===== config.mk =====
export PLATFORM = sky130hd
export DESIGN_NAME = axis_status_bank
export DESIGN_NICKNAME = d
export VERILOG_FILES = /design/src/axis_status_pkg.sv /design/src/ahb_reg_port.sv /design/src/axis_factor_unit.sv /design/src/axis_status_bank.sv
export SDC_FILE = /design/constraint.sdc
export NUM_CORES = 1
export LEC_CHECK = 0
export BUFFER_PORTS_ARGS = -buffer_cell sky130_fd_sc_hd__buf_2
export CAP_MARGIN = 5
export CORE_MARGIN = 1
export CORE_UTILIZATION = 53
export DETAILED_ROUTE_END_ITERATION = 12
export PLACE_DENSITY = 0.81
export RECOVER_POWER = 50
export SLEW_MARGIN = 30
export SYNTH_ARGS = -nofsm -noshare
export SYNTH_HDL_FRONTEND = slang
export SYNTH_HIERARCHICAL = 1
export SYNTH_SLANG_ARGS = --single-unit

===== constraint.sdc =====
create_clock -name hclk -period 2.25 [get_ports hclk]
set_input_delay 0.45 -clock hclk [delete_from_list [all_inputs] [get_ports hclk]]
set_output_delay 0.45 -clock hclk [all_outputs]
set_load 0.02 [all_outputs]

===== src/axis_status_pkg.sv =====
// Purpose: constants for the per-axis status, error and interrupt-factor bank
// Assumes: four axes, registers reached over AHB-Lite, one word per register
// Notes: field positions follow the 16-bit register images
// Overview of operation
// - each axis owns finish, error and factor registers; reads follow selected axis
// - finish bit 6 shows constant acceleration phase, bit 7 falling acceleration in S-curve
// - external decel stop halting the drive sets finish bits 11 to 8
// - plus limit halt sets finish bit 12, minus limit halt sets bit 13
// - servo alarm halt sets finish bit 14, emergency halt sets bit 15
// - driving ends on pulses done, stop, soft limit, decel input, limit, alarm, emergency
// - finish and external error bits hold until next drive command or code 25h
// - after driving ends, finish bits 15 to 12 raise the axis error summary
// - any error bit 7 to 0 raises the axis error summary
// - soft bound errors set only in the matching drive direction
// - error bits 2 and 3 follow plus and minus limit inputs
// - error bit 4 follows alarm, bit 5 follows emergency low
// - error bit 7 flags home search failure, index active at step 3
// - error bits 12 to 8 show the home search step code
// - an active hard or soft limit stops driving, decelerating or at once
// - factor bits latch enabled events only; any set factor bit interrupts
// - factor bit 0 drive pulse, bits 1 to 4 compare crossings
// - factor bit 5 constant speed end, bit 6 begin, bit 7 drive end
// - factor bit 8 home search end, bit 9 synchronous action
// - factor read clears the bits and releases the low interrupt output
// - a read touching the low byte clears every factor bit of the selected axis
// - mirror registers show pin levels, first and third axes low byte, second and fourth axes high byte
// - main status bits 7 to 4 carry axis error summaries, fourth axis highest
package axis_status_pkg;
  localparam int NUM_AXES = 4;
  localparam int FACTOR_W = 10;
  // byte addresses
  localparam logic [7:0] OFF_MAIN = 8'h00;
  localparam logic [7:0] OFF_FINISH = 8'h04;
  localparam logic [7:0] OFF_ERROR = 8'h08;
  localparam logic [7:0] OFF_FACTOR = 8'h0c;
  localparam logic [7:0] OFF_MIRROR_LO = 8'h10;
  localparam logic [7:0] OFF_MIRROR_HI = 8'h14;
  localparam logic [7:0] OFF_AXIS_SEL = 8'h18;
  localparam logic [7:0] OFF_IRQ_EN = 8'h1c;
  localparam logic [7:0] OFF_STOP_MODE = 8'h20;
  // finish-cause fields
  localparam int FC_ACC_CONST = 6;
  localparam int FC_ACC_FALL = 7;
  localparam int FC_EXT_LO = 8;
  localparam int FC_PLUS_LIM = 12;
  localparam int FC_MINUS_LIM = 13;
  localparam int FC_ALARM = 14;
  localparam int FC_EMG = 15;
  // error register fields
  localparam int ER_SOFT_P = 0;
  localparam int ER_SOFT_M = 1;
  localparam int ER_HARD_P = 2;
  localparam int ER_HARD_M = 3;
  localparam int ER_ALARM = 4;
  localparam int ER_EMG = 5;
  localparam int ER_HOME = 7;
  localparam int ER_STEP_LO = 8;
  localparam int MS_ERR_LO = 4;
  localparam int INDEX_PIN = 2;
  // command codes
  localparam logic [7:0] CMD_DRIVE_FIRST = 8'h20;
  localparam logic [7:0] CMD_DRIVE_LAST = 8'h23;
  localparam logic [7:0] CMD_STOP_CLEAR = 8'h25;
  localparam logic [7:0] CMD_AXIS_SELECT = 8'h0f;
  // reset values
  localparam logic [9:0] IRQ_EN_RESET = 10'h000;
  localparam logic [3:0] STOP_MODE_RESET = 4'h0;
  localparam logic [1:0] AXIS_SEL_RESET = 2'h0;
endpackage


===== src/ahb_reg_port.sv =====
// Purpose: AHB-Lite slave front end for the status bank
// Assumes: single slave, zero wait states, OKAY answers only
// Notes: reads are requested in the address phase, writes strobe in the data phase
module ahb_reg_port
  import axis_status_pkg::*;
(
  // clock and reset
  input wire logic hclk,
  input wire logic hresetn,
  // bus address phase
  input wire logic hsel,
  input wire logic [31:0] haddr,
  input wire logic [1:0] htrans,
  input wire logic hwrite,
  input wire logic hready,
  // handshake answers
  output logic hreadyout,
  output logic hresp,
  // decoded accesses
  output logic rd_req,
  output logic [7:0] rd_addr,
  output logic wr_stb,
  output logic [7:0] wr_addr
);
  import axis_status_pkg::*;

  logic wr_pend;
  logic take;

  assign take = hsel & htrans[1] & hready;
  assign hreadyout = 1'b1;
  assign hresp = 1'b0;
  assign rd_req = take & ~hwrite;
  assign rd_addr = haddr[7:0];
  assign wr_stb = wr_pend;

  always_ff @(posedge hclk or negedge hresetn)
  begin
    if (!hresetn)
    begin
      wr_pend <= 1'b0;
      wr_addr <= 8'h00;
    end
    else
    begin
      wr_pend <= take & hwrite;
      if (take & hwrite)
        wr_addr <= haddr[7:0];
    end
  end
endmodule


===== src/axis_factor_unit.sv =====
// Purpose: interrupt-factor flags of one axis
// Assumes: event inputs are synchronous levels or one-cycle pulses
// Notes: edge history resets low, so a level already high after reset is an edge
module axis_factor_unit
  import axis_status_pkg::*;
(
  // clock and reset
  input wire logic hclk,
  input wire logic hresetn,
  // control
  input wire logic [FACTOR_W-1:0] enable,
  input wire logic rd_clear,
  // event sources
  input wire logic drive_pulse,
  input wire logic pos_ge_lower,
  input wire logic pos_ge_upper,
  input wire logic const_speed,
  input wire logic drive_done,
  input wire logic home_done,
  input wire logic sync_event,
  // flags
  output logic [FACTOR_W-1:0] flags
);
  import axis_status_pkg::*;

  logic prev_pulse, prev_lo, prev_up, prev_cs;
  logic [FACTOR_W-1:0] ev;

  always_comb
  begin
    ev[0] = drive_pulse & ~prev_pulse;
    ev[1] = pos_ge_lower & ~prev_lo;
    ev[2] = ~pos_ge_lower & prev_lo;
    ev[3] = ~pos_ge_upper & prev_up;
    ev[4] = pos_ge_upper & ~prev_up;
    ev[5] = ~const_speed & prev_cs;
    ev[6] = const_speed & ~prev_cs;
    ev[7] = drive_done;
    ev[8] = home_done;
    ev[9] = sync_event;
  end

  always_ff @(posedge hclk or negedge hresetn)
  begin
    if (!hresetn)
    begin
      prev_pulse <= 1'b0;
      prev_lo <= 1'b0;
      prev_up <= 1'b0;
      prev_cs <= 1'b0;
    end
    else
    begin
      prev_pulse <= drive_pulse;
      prev_lo <= pos_ge_lower;
      prev_up <= pos_ge_upper;
      prev_cs <= const_speed;
    end
  end

  // a new event in the clearing cycle survives the clear
  always_ff @(posedge hclk or negedge hresetn)
  begin
    if (!hresetn)
      flags <= '0;
    else
      flags <= (rd_clear ? '0 : flags) | (ev & enable);
  end
endmodule


===== src/axis_status_bank.sv =====
// Purpose: per-axis finish cause, error, interrupt factor and pin mirror registers
// Assumes: pins and status inputs are synchronous to hclk
// Notes: axis selection comes from the axis-select command on the command port
module axis_status_bank
  import axis_status_pkg::*;
(
  // clock and reset
  input wire logic hclk,
  input wire logic hresetn,
  // AHB-Lite slave
  input wire logic hsel,
  input wire logic [31:0] haddr,
  input wire logic [1:0] htrans,
  input wire logic hwrite,
  input wire logic [2:0] hsize,
  input wire logic hready,
  input wire logic [31:0] hwdata,
  output logic hreadyout,
  output logic hresp,
  output logic [31:0] hrdata,
  // command stream
  input wire logic cmd_stb,
  input wire logic [7:0] cmd_code,
  input wire logic [NUM_AXES-1:0] cmd_axes,
  // drive state per axis
  input wire logic [NUM_AXES-1:0] driving,
  input wire logic [NUM_AXES-1:0] drive_minus_dir,
  input wire logic [NUM_AXES-1:0] drive_done,
  input wire logic [NUM_AXES-1:0] drive_pulse,
  input wire logic [NUM_AXES-1:0] const_speed,
  input wire logic [NUM_AXES-1:0] accel_rate_constant_flag,
  input wire logic [NUM_AXES-1:0] accel_rate_falling_flag,
  // comparators per axis
  input wire logic [NUM_AXES-1:0] soft_limit_en,
  input wire logic [NUM_AXES-1:0] pos_ge_upper,
  input wire logic [NUM_AXES-1:0] pos_ge_lower,
  input wire logic [NUM_AXES-1:0] pos_le_lower,
  // pins and their settings
  input wire logic [4*NUM_AXES-1:0] ext_decel_stop_inputs,
  input wire logic [4*NUM_AXES-1:0] ext_decel_enable,
  input wire logic [NUM_AXES-1:0] plus_limit_input,
  input wire logic [NUM_AXES-1:0] minus_limit_input,
  input wire logic [NUM_AXES-1:0] limit_active_high,
  input wire logic [NUM_AXES-1:0] servo_fault_input,
  input wire logic [NUM_AXES-1:0] alarm_enable,
  input wire logic [NUM_AXES-1:0] alarm_active_high,
  input wire logic [NUM_AXES-1:0] jog_plus_input,
  input wire logic [NUM_AXES-1:0] jog_minus_input,
  input wire logic [NUM_AXES-1:0] in_position_input,
  input wire logic emergency_input_low,
  // home search and synchronous action
  input wire logic [5*NUM_AXES-1:0] home_search_step_code,
  input wire logic [NUM_AXES-1:0] home_step3_start,
  input wire logic [NUM_AXES-1:0] home_search_fail,
  input wire logic [NUM_AXES-1:0] home_search_done_event,
  input wire logic [NUM_AXES-1:0] sync_event,
  // outputs to the drive logic and host
  output logic [NUM_AXES-1:0] halt_decel,
  output logic [NUM_AXES-1:0] halt_now,
  output logic [NUM_AXES-1:0] main_status_err,
  output logic irq_out_low
);
  import axis_status_pkg::*;

  function automatic logic [1:0] first_axis(input logic [NUM_AXES-1:0] m);
    logic [1:0] r;
    r = 2'd0;
    for (int i = NUM_AXES - 1; i >= 0; i--)
      if (m[i])
        r = 2'(i);
    return r;
  endfunction

  function automatic logic [15:0] mirror_byte_pair(input logic [7:0] lo, input logic [7:0] hi);
    return {hi, lo};
  endfunction

  logic rd_req, wr_stb;
  logic [7:0] rd_addr, wr_addr;
  logic [1:0] axis_sel;
  logic [FACTOR_W-1:0] irq_en [NUM_AXES];
  logic [NUM_AXES-1:0] stop_mode;
  logic [15:0] finish [NUM_AXES];
  logic [7:0] err_latch [NUM_AXES];
  logic [7:0] err_bits [NUM_AXES];
  logic [FACTOR_W-1:0] factor [NUM_AXES];
  logic [NUM_AXES-1:0] fac_clear;
  logic [NUM_AXES-1:0] clear_cmd;
  logic [NUM_AXES-1:0] plus_lim, minus_lim, alarm_act, soft_p, soft_m, index_act;
  logic [3:0] decel_act [NUM_AXES];
  logic [7:0] axis_pins [NUM_AXES];
  logic [NUM_AXES-1:0] any_decel, any_factor;
  logic emg_act;
  logic drive_cmd, clr_cmd;
  logic [31:0] next_rdata;

  ahb_reg_port u_port (
    .hclk(hclk),
    .hresetn(hresetn),
    .hsel(hsel),
    .haddr(haddr),
    .htrans(htrans),
    .hwrite(hwrite),
    .hready(hready),
    .hreadyout(hreadyout),
    .hresp(hresp),
    .rd_req(rd_req),
    .rd_addr(rd_addr),
    .wr_stb(wr_stb),
    .wr_addr(wr_addr)
  );

  assign drive_cmd = cmd_stb && cmd_code >= CMD_DRIVE_FIRST && cmd_code <= CMD_DRIVE_LAST;
  assign clr_cmd = cmd_stb && cmd_code == CMD_STOP_CLEAR;
  assign clear_cmd = (drive_cmd | clr_cmd) ? cmd_axes : '0;
  assign emg_act = ~emergency_input_low;

  // active-cause decode per axis; external decel and index pins are active low
  always_comb
  begin
    for (int a = 0; a < NUM_AXES; a++)
    begin
      plus_lim[a] = plus_limit_input[a] == limit_active_high[a];
      minus_lim[a] = minus_limit_input[a] == limit_active_high[a];
      alarm_act[a] = alarm_enable[a] & (servo_fault_input[a] == alarm_active_high[a]);
      decel_act[a] = ext_decel_enable[4*a +: 4] & ~ext_decel_stop_inputs[4*a +: 4];
      any_decel[a] = |decel_act[a];
      index_act[a] = ~ext_decel_stop_inputs[4*a + INDEX_PIN];
      soft_p[a] = soft_limit_en[a] & driving[a] & ~drive_minus_dir[a] & pos_ge_upper[a];
      soft_m[a] = soft_limit_en[a] & driving[a] & drive_minus_dir[a] & pos_le_lower[a];
      axis_pins[a] = {servo_fault_input[a], in_position_input[a], jog_minus_input[a],
                      jog_plus_input[a], ext_decel_stop_inputs[4*a +: 4]};
    end
  end

  // stop requests toward the pulse generator
  always_ff @(posedge hclk or negedge hresetn)
  begin
    if (!hresetn)
    begin
      halt_decel <= '0;
      halt_now <= '0;
    end
    else
    begin
      for (int a = 0; a < NUM_AXES; a++)
      begin
        // limits stop by the per-axis mode; alarm and emergency always stop at once
        halt_now[a] <= driving[a] & (alarm_act[a] | emg_act |
                       (stop_mode[a] & (plus_lim[a] | minus_lim[a] | soft_p[a] | soft_m[a])));
        halt_decel[a] <= driving[a] & (any_decel[a] |
                         (~stop_mode[a] & (plus_lim[a] | minus_lim[a] | soft_p[a] | soft_m[a])));
      end
    end
  end

  // finish-cause stop bits; a cause seen while driving sticks until cleared
  always_ff @(posedge hclk or negedge hresetn)
  begin
    if (!hresetn)
    begin
      for (int a = 0; a < NUM_AXES; a++)
        finish[a] <= 16'h0000;
    end
    else
    begin
      for (int a = 0; a < NUM_AXES; a++)
      begin
        logic [15:0] hold;
        logic [15:0] set;
        hold = clear_cmd[a] ? 16'h0000 : finish[a];
        set = 16'h0000;
        if (driving[a])
        begin
          set[FC_EXT_LO +: 4] = decel_act[a];
          set[FC_PLUS_LIM] = plus_lim[a];
          set[FC_MINUS_LIM] = minus_lim[a];
          set[FC_ALARM] = alarm_act[a];
          set[FC_EMG] = emg_act;
        end
        finish[a] <= hold | set;
      end
    end
  end

  // latched error causes; live levels are merged in err_bits
  always_ff @(posedge hclk or negedge hresetn)
  begin
    if (!hresetn)
    begin
      for (int a = 0; a < NUM_AXES; a++)
        err_latch[a] <= 8'h00;
    end
    else
    begin
      for (int a = 0; a < NUM_AXES; a++)
      begin
        logic [7:0] set;
        set = 8'h00;
        set[ER_SOFT_P] = soft_p[a];
        set[ER_SOFT_M] = soft_m[a];
        set[ER_HARD_P] = driving[a] & plus_lim[a];
        set[ER_HARD_M] = driving[a] & minus_lim[a];
        set[ER_ALARM] = driving[a] & alarm_act[a];
        set[ER_EMG] = driving[a] & emg_act;
        set[ER_HOME] = home_search_fail[a] | (home_step3_start[a] & index_act[a]);
        err_latch[a] <= (clear_cmd[a] ? 8'h00 : err_latch[a]) | set;
      end
    end
  end

  always_comb
  begin
    for (int a = 0; a < NUM_AXES; a++)
    begin
      err_bits[a] = err_latch[a];
      err_bits[a][ER_HARD_P] = err_latch[a][ER_HARD_P] | plus_lim[a];
      err_bits[a][ER_HARD_M] = err_latch[a][ER_HARD_M] | minus_lim[a];
      err_bits[a][ER_ALARM] = err_latch[a][ER_ALARM] | alarm_act[a];
      err_bits[a][ER_EMG] = err_latch[a][ER_EMG] | emg_act;
    end
  end

  // error summary for the main status word
  always_ff @(posedge hclk or negedge hresetn)
  begin
    if (!hresetn)
      main_status_err <= '0;
    else
    begin
      for (int a = 0; a < NUM_AXES; a++)
        main_status_err[a] <= (|err_bits[a]) |
                              (~driving[a] & (|finish[a][FC_EMG:FC_PLUS_LIM]));
    end
  end

  // axis selection by command, host-written settings
  always_ff @(posedge hclk or negedge hresetn)
  begin
    if (!hresetn)
      axis_sel <= AXIS_SEL_RESET;
    else if (cmd_stb && cmd_code == CMD_AXIS_SELECT && cmd_axes != '0)
      axis_sel <= first_axis(cmd_axes);
  end

  always_ff @(posedge hclk or negedge hresetn)
  begin
    if (!hresetn)
    begin
      stop_mode <= STOP_MODE_RESET;
      for (int a = 0; a < NUM_AXES; a++)
        irq_en[a] <= IRQ_EN_RESET;
    end
    else if (wr_stb)
    begin
      if (wr_addr == OFF_STOP_MODE)
        stop_mode <= hwdata[NUM_AXES-1:0];
      if (wr_addr == OFF_IRQ_EN)
        irq_en[axis_sel] <= hwdata[FACTOR_W-1:0];
    end
  end

  // interrupt factors, one unit per axis
  for (genvar g = 0; g < NUM_AXES; g++)
  begin : g_fac
    axis_factor_unit u_fac (
      .hclk(hclk),
      .hresetn(hresetn),
      .enable(irq_en[g]),
      .rd_clear(fac_clear[g]),
      .drive_pulse(drive_pulse[g]),
      .pos_ge_lower(pos_ge_lower[g]),
      .pos_ge_upper(pos_ge_upper[g]),
      .const_speed(const_speed[g]),
      .drive_done(drive_done[g]),
      .home_done(home_search_done_event[g]),
      .sync_event(sync_event[g]),
      .flags(factor[g])
    );
    assign any_factor[g] = |factor[g];
  end

  // only a read that touches byte lane 0 clears the factors
  always_comb
  begin
    fac_clear = '0;
    if (rd_req && rd_addr[7:2] == OFF_FACTOR[7:2] && rd_addr[1:0] == 2'b00)
      fac_clear[axis_sel] = 1'b1;
  end

  always_ff @(posedge hclk or negedge hresetn)
  begin
    if (!hresetn)
      irq_out_low <= 1'b1;
    else
      irq_out_low <= ~(|(any_factor & ~fac_clear));
  end

  // read data captured in the address phase, shown in the data phase
  always_comb
  begin
    next_rdata = 32'h0000_0000;
    case (rd_addr[7:2])
      OFF_MAIN[7:2]:
        next_rdata[7:0] = {main_status_err, driving};
      OFF_FINISH[7:2]:
      begin
        next_rdata[15:0] = finish[axis_sel];
        next_rdata[FC_ACC_CONST] = accel_rate_constant_flag[axis_sel];
        next_rdata[FC_ACC_FALL] = accel_rate_falling_flag[axis_sel];
      end
      OFF_ERROR[7:2]:
        next_rdata[15:0] = {3'b000, home_search_step_code[5*axis_sel +: 5], err_bits[axis_sel]};
      OFF_FACTOR[7:2]:
        next_rdata[FACTOR_W-1:0] = factor[axis_sel];
      OFF_MIRROR_LO[7:2]:
        next_rdata[15:0] = mirror_byte_pair(axis_pins[0], axis_pins[1]);
      OFF_MIRROR_HI[7:2]:
        next_rdata[15:0] = mirror_byte_pair(axis_pins[2], axis_pins[3]);
      OFF_AXIS_SEL[7:2]:
        next_rdata[1:0] = axis_sel;
      OFF_IRQ_EN[7:2]:
        next_rdata[FACTOR_W-1:0] = irq_en[axis_sel];
      OFF_STOP_MODE[7:2]:
        next_rdata[NUM_AXES-1:0] = stop_mode;
      default:
        next_rdata = 32'h0000_0000;
    endcase
  end

  always_ff @(posedge hclk or negedge hresetn)
  begin
    if (!hresetn)
      hrdata <= 32'h0000_0000;
    else if (rd_req)
      hrdata <= next_rdata;
  end

  // hsize is accepted but every read returns the whole word on all lanes
  logic unused_size;
  assign unused_size = ^hsize;
endmodule


==> results of run 1 <==
-- report_power, final --
part / switching, mW / internal (mW)
Sequential: 0.120 / 3.73
Combinational: 0.562 / 0.419
Clock: 1.48 / 1.80
-- area by class of cell --
class	instances	area share [%]
clock buffers	17	3.47
multi-input cells	586	36.8
inverters	53	1.62
clock inverters	15	1.76
well taps	229	2.34
flip-flops and latches	200	40.9
repair buffers	273	13.1
-- metrics by stage --
stage	hold slack, ns	power (mW)	instances	setup TNS, ns	worst slack, ns
after floorplan	0.154	4.37	899	0	0.271
after global placement	0.429	4.86	1340	-0.00786	-0.00469
after detailed placement	0.439	4.89	1340	-0.458	-0.0699
after CTS	0.00778	8.12	1372	0	0.129
after global routing	0.116	8.36	1373	0	0.0494
final	0.128	8.12	1373	0	0.144
-- worst paths after layout --
path	from	slack (ns)	endpoint
max reg2reg	axis_sel[0]	0.14	hrdata[4]
max in group asynchronous	hresetn	0.40	axis_sel[0]
max	axis_sel[0]	0.14	hrdata[4]
min in group asynchronous	hresetn	0.42	g_fac[0].u_fac/flags[6]
min reg2reg	g_fac[3].u_fac/prev_pulse	0.45	g_fac[3].u_fac/flags[0]
min	drive_pulse[0]	0.13	g_fac[0].u_fac/prev_pulse
-- cell families after synthesis --
| logic type | Yosys count |
|---|---|
| XOR/XNOR | 13 |
| multiplexers | 93 |
| flip-flops | 200 |
| AO/OA/AOI/OAI | 171 |
| other | 3 |
| buffers and inverters | 113 |
| AND/OR/NAND/NOR | 291 |
-- registers in the layout, summed over array words and instances (netlist names), 8 cells and up --
register           count
g_fac.u_fac/flags     40
irq_en                40
err_bits              12
err_latch             16
hrdata                16
u_port/wr_addr         8
finish                32
-- worst reg2reg max path: stages (launching register included) --
cell	delay, ns
dfrtp_2	0.42
buf_12	0.15
buf_4	0.21
mux4_2	0.53
a222oi_1	0.30
a21oi_1	0.11
a211o_1	0.28
-- synthesized netlist by cell type (17+ instances only) --
cell type | instances | share of area [%]
a22o_1 | 22 | 1.9
a22oi_1 | 19 | 1.4
buf_4 | 30 | 2.2
dfrtp_1 | 199 | 50
inv_1 | 53 | 2.0
mux2_2 | 52 | 5.8
mux4_2 | 40 | 9.0
nand2_1 | 146 | 5.5
nor2_1 | 27 | 1.0
nor2b_1 | 22 | 1.4
nor4_1 | 17 | 1.1
o21ai_0 | 23 | 1.1
o22ai_2 | 28 | 3.5
-- layer usage --
| metal | share of wire, % | vias to the layer above | routed length, um | GRT usage (%) |
|---|---|---|---|---|
| li1 | - | 3671 | - | - |
| met1 | 37 | 4283 | 11900 | 44.1 |
| met2 | 47 | 675 | 14800 | 53.5 |
| met3 | 11 | 121 | 3660 | 8.22 |
| met4 | 4.6 | 0 | 1470 | 15.3 |
| met5 | 0 | - | 0 | 0 |
-- timing repair --
action	4_1_cts	5_1_grt
setup endpoints to repair	0	25
buffers inserted	0	1
gates resized for setup	0	1
==> flow_summary.yaml, run 1 <==
run_status:
  violations: "max-capacitance violations, max-slew violations"
  status: "complete, but fails checks"
global_routing:
  grt_pass1_wl_um: 48700
  grt.total_usage_pct: 33.7
  antenna_found_initial: 0
  grt_max_degree: 63
  grt_pass1_vias: 8639
  gr-total-overflow: 0
yosys:
  synthArstFlopShare_pct: 100
  syn_area_sq_um: 10000
  synth_top_family_by_area: "multiplexers"
  synth-simple-area-share_pct: 14.5
  yosysWarnings: 6
  synth_xor_area_share_pct: 1.13
  synth_flop_cell: "dfrtp_1"
  avgSynthCellArea_sq_um: 11.4
  synth_edf_count: 0
  synth-compound-area-share_pct: 13.8
  synth.area.mux_share_pct: 14.9
  ys_ff_latch: 200
  netlist_instances: 884
  synth.distinct_cells: 58
  synth_fa_ha_area_share_pct: 0
  ys_seq_area_share_pct: 49.8
worst_setup_path:
  crit_slowest_cell: "mux4_2"
  path_max_fanout: 7
  cp.required_ns: 2.58
  cp_num_buf_inv: 2
  crit_type: "reg -> reg"
  critPathCaptureType: "register"
  crit_cells: 6
  crit_chain: "buf_12, buf_4, mux4_2, a222oi_1, a21oi_1, a211o_1"
  crit_family: "compound AO/OA/AOI/OAI gates"
  startpoint_type: "register"
  r2r_cells: 6
  cp_slowest_stage_delay_ns: 0.53
  worstPathArrival_ns: 2.43
route:
  wirelength_um: 31900
  drtPass1Iterations: 6
  vias_per_cell: 6.37
  vias: 8750
  avgRoutedWirePerCell_um: 23.2
  drc: 0
  drtIter0Drc: 939
  ant_nets: 0
layout:
  multiInputGateArea_sq_um: 4510
  fillers: 1336
  utilization_pct: 67.0
  seqCellArea_sq_um: 5010
  nNetsFinal: 1367
  syn_to_final_growth_pct: 21.9
  diodes: 0
  drive_gt1_share_pct: 36.7
  mostFrequentLayoutCells: "dfrtp_1, buf_2, nand2_1, inv_1, mux2_2"
  post-route-cell-area_sq_um: 12200
timing:
  setup_violations: 0
  rsz0062_at_grt: "no"
  finalCriticalPeriod_ns: 2.11
  slew_headroom_pct: -8.86
  timing.fmax_mhz: 475
  hold_viol_final: 0
  final_max_slew_viol_count: 61
  worstMarginPinSlew_ns: 1.63
  fin_skew_ns: 0.0157
  period_share_pct: 93.6
floorplanning:
  die_width_um: 140
  rows: 49
  core_sq_um: 18300
  die_h_um: 140
  start_util_pct: 55.0
  die_area_sq_um: 19500
  io_pins: 283
cts:
  cts_root_buffer: "clkbuf_16"
  insertion_delay_ns: 0.45
  cts_tree: "built"
  cts.htree.levels: 4
  cts_buffer_depth: 2
  ctsHoldBuffers: 0
  clock_sinks: 200
  cts_buffers: 17
  cts.clk_slew.worst_paths_ns: 0.07
power:
  ir_worst_vdd_uv: 546
  total_leakage_power_nw: 5.53
  powerDensity_nw_per_um2: 663
placed_design:
  portBuffers: 214
  gp_congestion: 0.990
  placed_cell_area_sq_um: 11700
  hpwl_um: 24500
min_path:
  hold_class: "in -> reg"
  min_path_cells: 1
run:
  drv_cap: 1
No activity file was read; power rests on OpenSTA's default activity.
==> run 2: changes to the inputs <==
--- a/config.mk
+++ b/config.mk
@@ -7,5 +7,5 @@
 export LEC_CHECK = 0
 export BUFFER_PORTS_ARGS = -buffer_cell sky130_fd_sc_hd__buf_2
-export CAP_MARGIN = 5
+export CAP_MARGIN = 20
 export CORE_MARGIN = 1
 export CORE_UTILIZATION = 53
==> constraint.sdc (replaced) <==
create_clock -name hclk -period 2.25 [get_ports hclk]
set_input_delay 0.225 -clock hclk [delete_from_list [all_inputs] [get_ports hclk]]
set_output_delay 0.225 -clock hclk [all_outputs]
set_load 0.02 [all_outputs]
==> flow_summary.yaml, run 2 (synthesis gave the netlist of run 1 again) <==
global_routing:
  grt_pass1_vias: 8851
  antenna_found_initial: 1
  grt_pass1_wl_um: 49500
  grt.total_usage_pct: 33.9
  grt_max_degree: 62
  gr-total-overflow: 0
placed_design:
  placed_cell_area_sq_um: 11600
  portBuffers: 214
  place_inst: 1335
  gp_congestion: 0.992
  hpwl_um: 24200
worst_setup_path:
  critPathCaptureType: "register"
  r2r-start: "axis_sel[0]"
  cp.required_ns: 2.55
  cp_slowest_stage_delay_ns: 0.58
  cp-startpoint: "axis_sel[0]"
  crit_chain: "buf_12, buf_4, mux4_2, a221oi_1, a31oi_1"
  path_max_fanout: 8
  startpoint_type: "register"
  worstPathArrival_ns: 2.44
  crit_type: "reg -> reg"
  crit_slowest_cell: "mux4_2"
timing:
  fin_hold_ws_ns: 0.00189
  slew_headroom_pct: -5.48
  finalCriticalPeriod_ns: 2.14
  tns_ns: 0
  rsz0062_at_grt: "no"
  fin_skew_ns: 0.0164
  period_share_pct: 95.2
  hold_viol_final: 0
  setup_violations: 0
  timing.fmax_mhz: 467
  final_max_slew_viol_count: 62
  worstMarginPinSlew_ns: 1.58
layout:
  post-route-cell-area_sq_um: 12400
  nNetsFinal: 1386
  utilization_pct: 67.6
  fillers: 1320
  mostFrequentLayoutCells: "dfrtp_1, buf_2, nand2_1, inv_1, mux2_2"
  final_common_cell: "dfrtp_1"
  syn_to_final_growth_pct: 23.0
  drive_gt1_share_pct: 35.5
  final_cell_count_no_fill: 1393
  reg.largest.list: "g_fac.u_fac/flags: 40 flops, irq_en: 40 flops, finish: 32 flops"
floorplanning:
  die_h_um: 140
  rows: 49
  io_pins: 283
  start_util_pct: 55.0
  die_area_sq_um: 19500
  die_width_um: 140
  core_sq_um: 18300
cts:
  cts_buffers: 17
  clock_sinks: 200
  cts_resized: 0
  cts_tree: "built"
  insertion_delay_ns: 0.45
  cts_root_buffer: "clkbuf_16"
  cts.htree.levels: 4
  cts.clk_slew.worst_paths_ns: 0.07
  cts_buffer_depth: 2
min_path:
  worstHoldStart: "drive_done[2]"
  hold_class: "in -> reg"
power:
  ir_worst_vdd_uv: 464
  total_leakage_power_nw: 5.57
  powerDensity_nw_per_um2: 650
run:
  drv_cap: 1
route:
  avgRoutedWirePerCell_um: 23.0
  drtIter0Drc: 1097
  vias: 8752
  drc: 0
  ant_nets: 0
  wirelength_um: 32100
  vias_per_cell: 6.28
  drtPass1Iterations: 8
run_status:
  status: "complete, but fails checks"
  violations: "max-capacitance violations, max-slew violations"
run 2: power by group:
group | switching (mW) | internal [mW] | total [mW]
Sequential | 0.122 | 3.73 | 3.85
Clock | 1.50 | 1.69 | 3.19
Combinational | 0.560 | 0.430 | 0.989
Total | 2.18 | 5.85 | 8.03
run 2: area by class of cell:
class                           instances  area, sq um  share of cell area [%]
Clock inverter                         15          185                    1.50
Timing Repair Buffer                  292         1750                    14.1
Sequential cell                       200         5010                    40.5
Clock buffer                           17          425                    3.44
Multi-Input combinational cell        586         4500                    36.4
Inverter                               53          199                    1.61
Tap cell                              229          287                    2.32
Antenna cell                            1         2.50                  0.0202
run 2: final timing paths:
check	end	slack, ns	depth (start not counted)
setup / recovery	hrdata[9]	0.11	5
hold / removal	g_fac[2].u_fac/flags[7]	0.002	3
setup reg to reg	hrdata[9]	0.11	5
hold reg to reg	g_fac[1].u_fac/flags[0]	0.44	1
max in group asynchronous	g_fac[1].u_fac/prev_up	0.32	3
min in group asynchronous	irq_en[15]	0.69	2
run 2: metrics by stage:
step / worst slack [ns] / power, mW
finish: 0.108 / 8.03
global route: 0.0117 / 8.26
CTS: 0.0860 / 8.04
detailed placement: 0.0969 / 4.87
global placement: 0.110 / 4.85
floorplan: 0.275 / 4.37
run 2: critical path: cells and delay by family, from the launching register on:
kind	cells	cell delay, ns
AO/OA/AOI/OAI	2	0.63
buffers and inverters	2	0.37
flip-flops	1	0.41
multiplexers	1	0.58
run 2: routing by layer:
layer  share of wire [%]  track usage, %  vias up
li1                    -               -     3693
met1                  36            44.1     4250
met2                  46            52.5      666
met3                  13            8.53      143
met4                 5.3            18.4        0
met5                   0               0        -
run 2: timing repair:
action / in CTS / in global routing
endpoints found under the setup margin: 0 / 36
setup buffers: 0 / 1
hold buffers: 22 / 2
hold endpoints to repair: 79 / 2
==> run 3: changes to the inputs <==
- CORE_UTILIZATION: 53 -> 48
- PLACE_DENSITY: 0.81 -> 0.77
- clock period: 2.25 -> 1.87 ns (I/O delays scaled with it)
==> flow_summary.yaml, run 3 (synthesis gave the netlist of run 1 again) <==
run_status:
  status: "complete, but fails checks"
  violations: "negative setup slack"
timing:
  setup_violations: 36
  slew_headroom_pct: 14.1
  finalCriticalPeriod_ns: 1.99
  final_max_slew_viol_count: 0
  fin_hold_ws_ns: 0.0197
  rsz0062_at_grt: "yes"
  period_share_pct: 107
  hold_viol_final: 0
  timing.fmax_mhz: 501
  setup_ws_ns: -0.124
  worstMarginPinSlew_ns: 1.29
  fin_skew_ns: 0.00850
global_routing:
  use_met1_pct: 43.8
  grt_pass1_wl_um: 52500
  busiest_layer: "met2"
  antenna_found_initial: 0
  gr-total-overflow: 0
  grt_max_degree: 54
  met2_usage_pct: 51.3
  grt_pass1_vias: 8958
  use_met3_pct: 9.19
  grt.total_usage_pct: 32.8
power:
  ir_worst_vdd_uv: 600
  powerDensity_nw_per_um2: 741
  pwr-share-comb_pct: 13.4
  p_clk_share_pct: 39.3
  total_leakage_power_nw: 5.89
  power_frac_seq_pct: 47.3
  power_switching_mw: 2.53
  p_int_mw: 7.29
  swShare_pct: 25.7
  power.total_mw: 9.81
worst_setup_path:
  crit_type: "reg -> reg"
  worstPathArrival_ns: 2.32
  cp_num_buf_inv: 1
  crit_chain: "buf_6, mux4_2, a222oi_1, a21oi_1, a211o_1"
  path_max_fanout: 8
  r2r_cells: 5
  cp.required_ns: 2.19
  crit_cells: 5
  crit_slowest_cell: "dfrtp_4"
  startpoint_type: "register"
  cp_slowest_stage_delay_ns: 0.52
  critPathCaptureType: "register"
  crit_family: "compound AO/OA/AOI/OAI gates"
cts:
  cts_root_buffer: "clkbuf_16"
  cts_buffer_depth: 2
  cts_buffers: 17
  cts.htree.levels: 4
  cts_tree: "built"
  cts.clk_slew.worst_paths_ns: 0.07
  clock_sinks: 200
  insertion_delay_ns: 0.44
layout:
  final_common_cell: "buf_2"
  drive_gt1_share_pct: 38.1
  post-route-cell-area_sq_um: 13200
  diodes: 0
  syn_to_final_growth_pct: 31.8
  nNetsFinal: 1430
  mostFrequentLayoutCells: "buf_2, dfrtp_1, nand2_1, inv_1, buf_4"
  reg.largest.list: "g_fac.u_fac/flags: 40 flops, irq_en: 40 flops, finish: 32 flops"
placed_design:
  gp_congestion: 0.967
  placed_cell_area_sq_um: 11900
  portBuffers: 214
  post-place-ws_ns: -0.286
  hpwl_um: 25600
route:
  avgRoutedWirePerCell_um: 23.5
  vias_per_cell: 6.03
  drc: 0
  wirelength_um: 34700
  drtPass1Iterations: 7
  drtIter0Drc: 860
  vias: 8903
  ant_nets: 0
floorplanning:
  die_h_um: 147
  start_util_pct: 49.3
  core_sq_um: 20400
  rows: 52
  io_pins: 283
  die_width_um: 147
  die_area_sq_um: 21500
run:
  drv_cap: 0
min_path:
  min_path_cells: 3
  hold_class: "in -> reg"
run 3: cell count changes in the layout (fill, tap and decap cells not counted), moves of 6 or more:
cell and change:
mux2_2 -40, mux2_4 +40, buf_6 +14, dlygate4sd3_1 +14
a221oi_1 -7, a221oi_2 +7, buf_8 +7, buf_12 +6
run 3: timing repair:
action,CTS,global route
hold buffers,38,0
setup endpoints to repair,53,56
hold endpoints to repair,88,0
gates cloned,3,0
resized for setup,61,32
pin swaps,18,16
buffers inserted,10,4
run 3: layout make-up:
type,count,area [sq um]
fillers,1525,7120
repair buffers,336,2310
clock inverters,10,145
flip-flops and latches,200,5010
clock buffers,22,464
inverters,53,199
multi-input cells,586,4780
well taps,270,338
run 3: final timing paths:
check	start	end	slack, ns
max	axis_sel[0]	hrdata[4]	-0.12
min	alarm_enable[2]	err_latch[12]	0.02
max reg2reg	axis_sel[0]	hrdata[4]	-0.12
min reg2reg	g_fac[1].u_fac/prev_pulse	g_fac[1].u_fac/flags[0]	0.45
max in group asynchronous	hresetn	halt_decel[3]	0.15
min in group asynchronous	hresetn	irq_en[38]	0.57
run 3: worst register-to-register path, stage by stage, from the launching register on:
cell	delay [ns]
dfrtp_4	0.52
buf_6	0.14
mux4_2	0.50
a222oi_1	0.35
a21oi_1	0.12
a211o_1	0.24
run 3: metrics by stage:
stage / cells / util (%) / TNS, ns
final: 1477 / 65.0 / -1.18
after global routing: 1477 / 65.0 / -13.05
after CTS: 1479 / 65.2 / -1.94
after detailed placement: 1396 / 58.2 / -5.92
after global placement: 1396 / 58.2 / -4.12
after floorplan: 899 / - / -0.0228
run 3: power by group through the flow:
stage | Clock [mW] | Combinational (mW) | Sequential (mW)
after floorplan | 0 | 0.558 | 4.70
after global placement | 0 | 1.16 | 4.72
after detailed placement | 0 | 1.18 | 4.72
after CTS | 3.88 | 1.28 | 4.64
after global routing | 4.05 | 1.41 | 4.65
final | 3.85 | 1.32 | 4.64
run 3: per-layer routing:
metal | wire [um] | vias to the layer above
li1 | - | 3791
met1 | 13900 | 4438
met2 | 16000 | 567
met3 | 3580 | 107
met4 | 1260 | 0
met5 | 0 | -
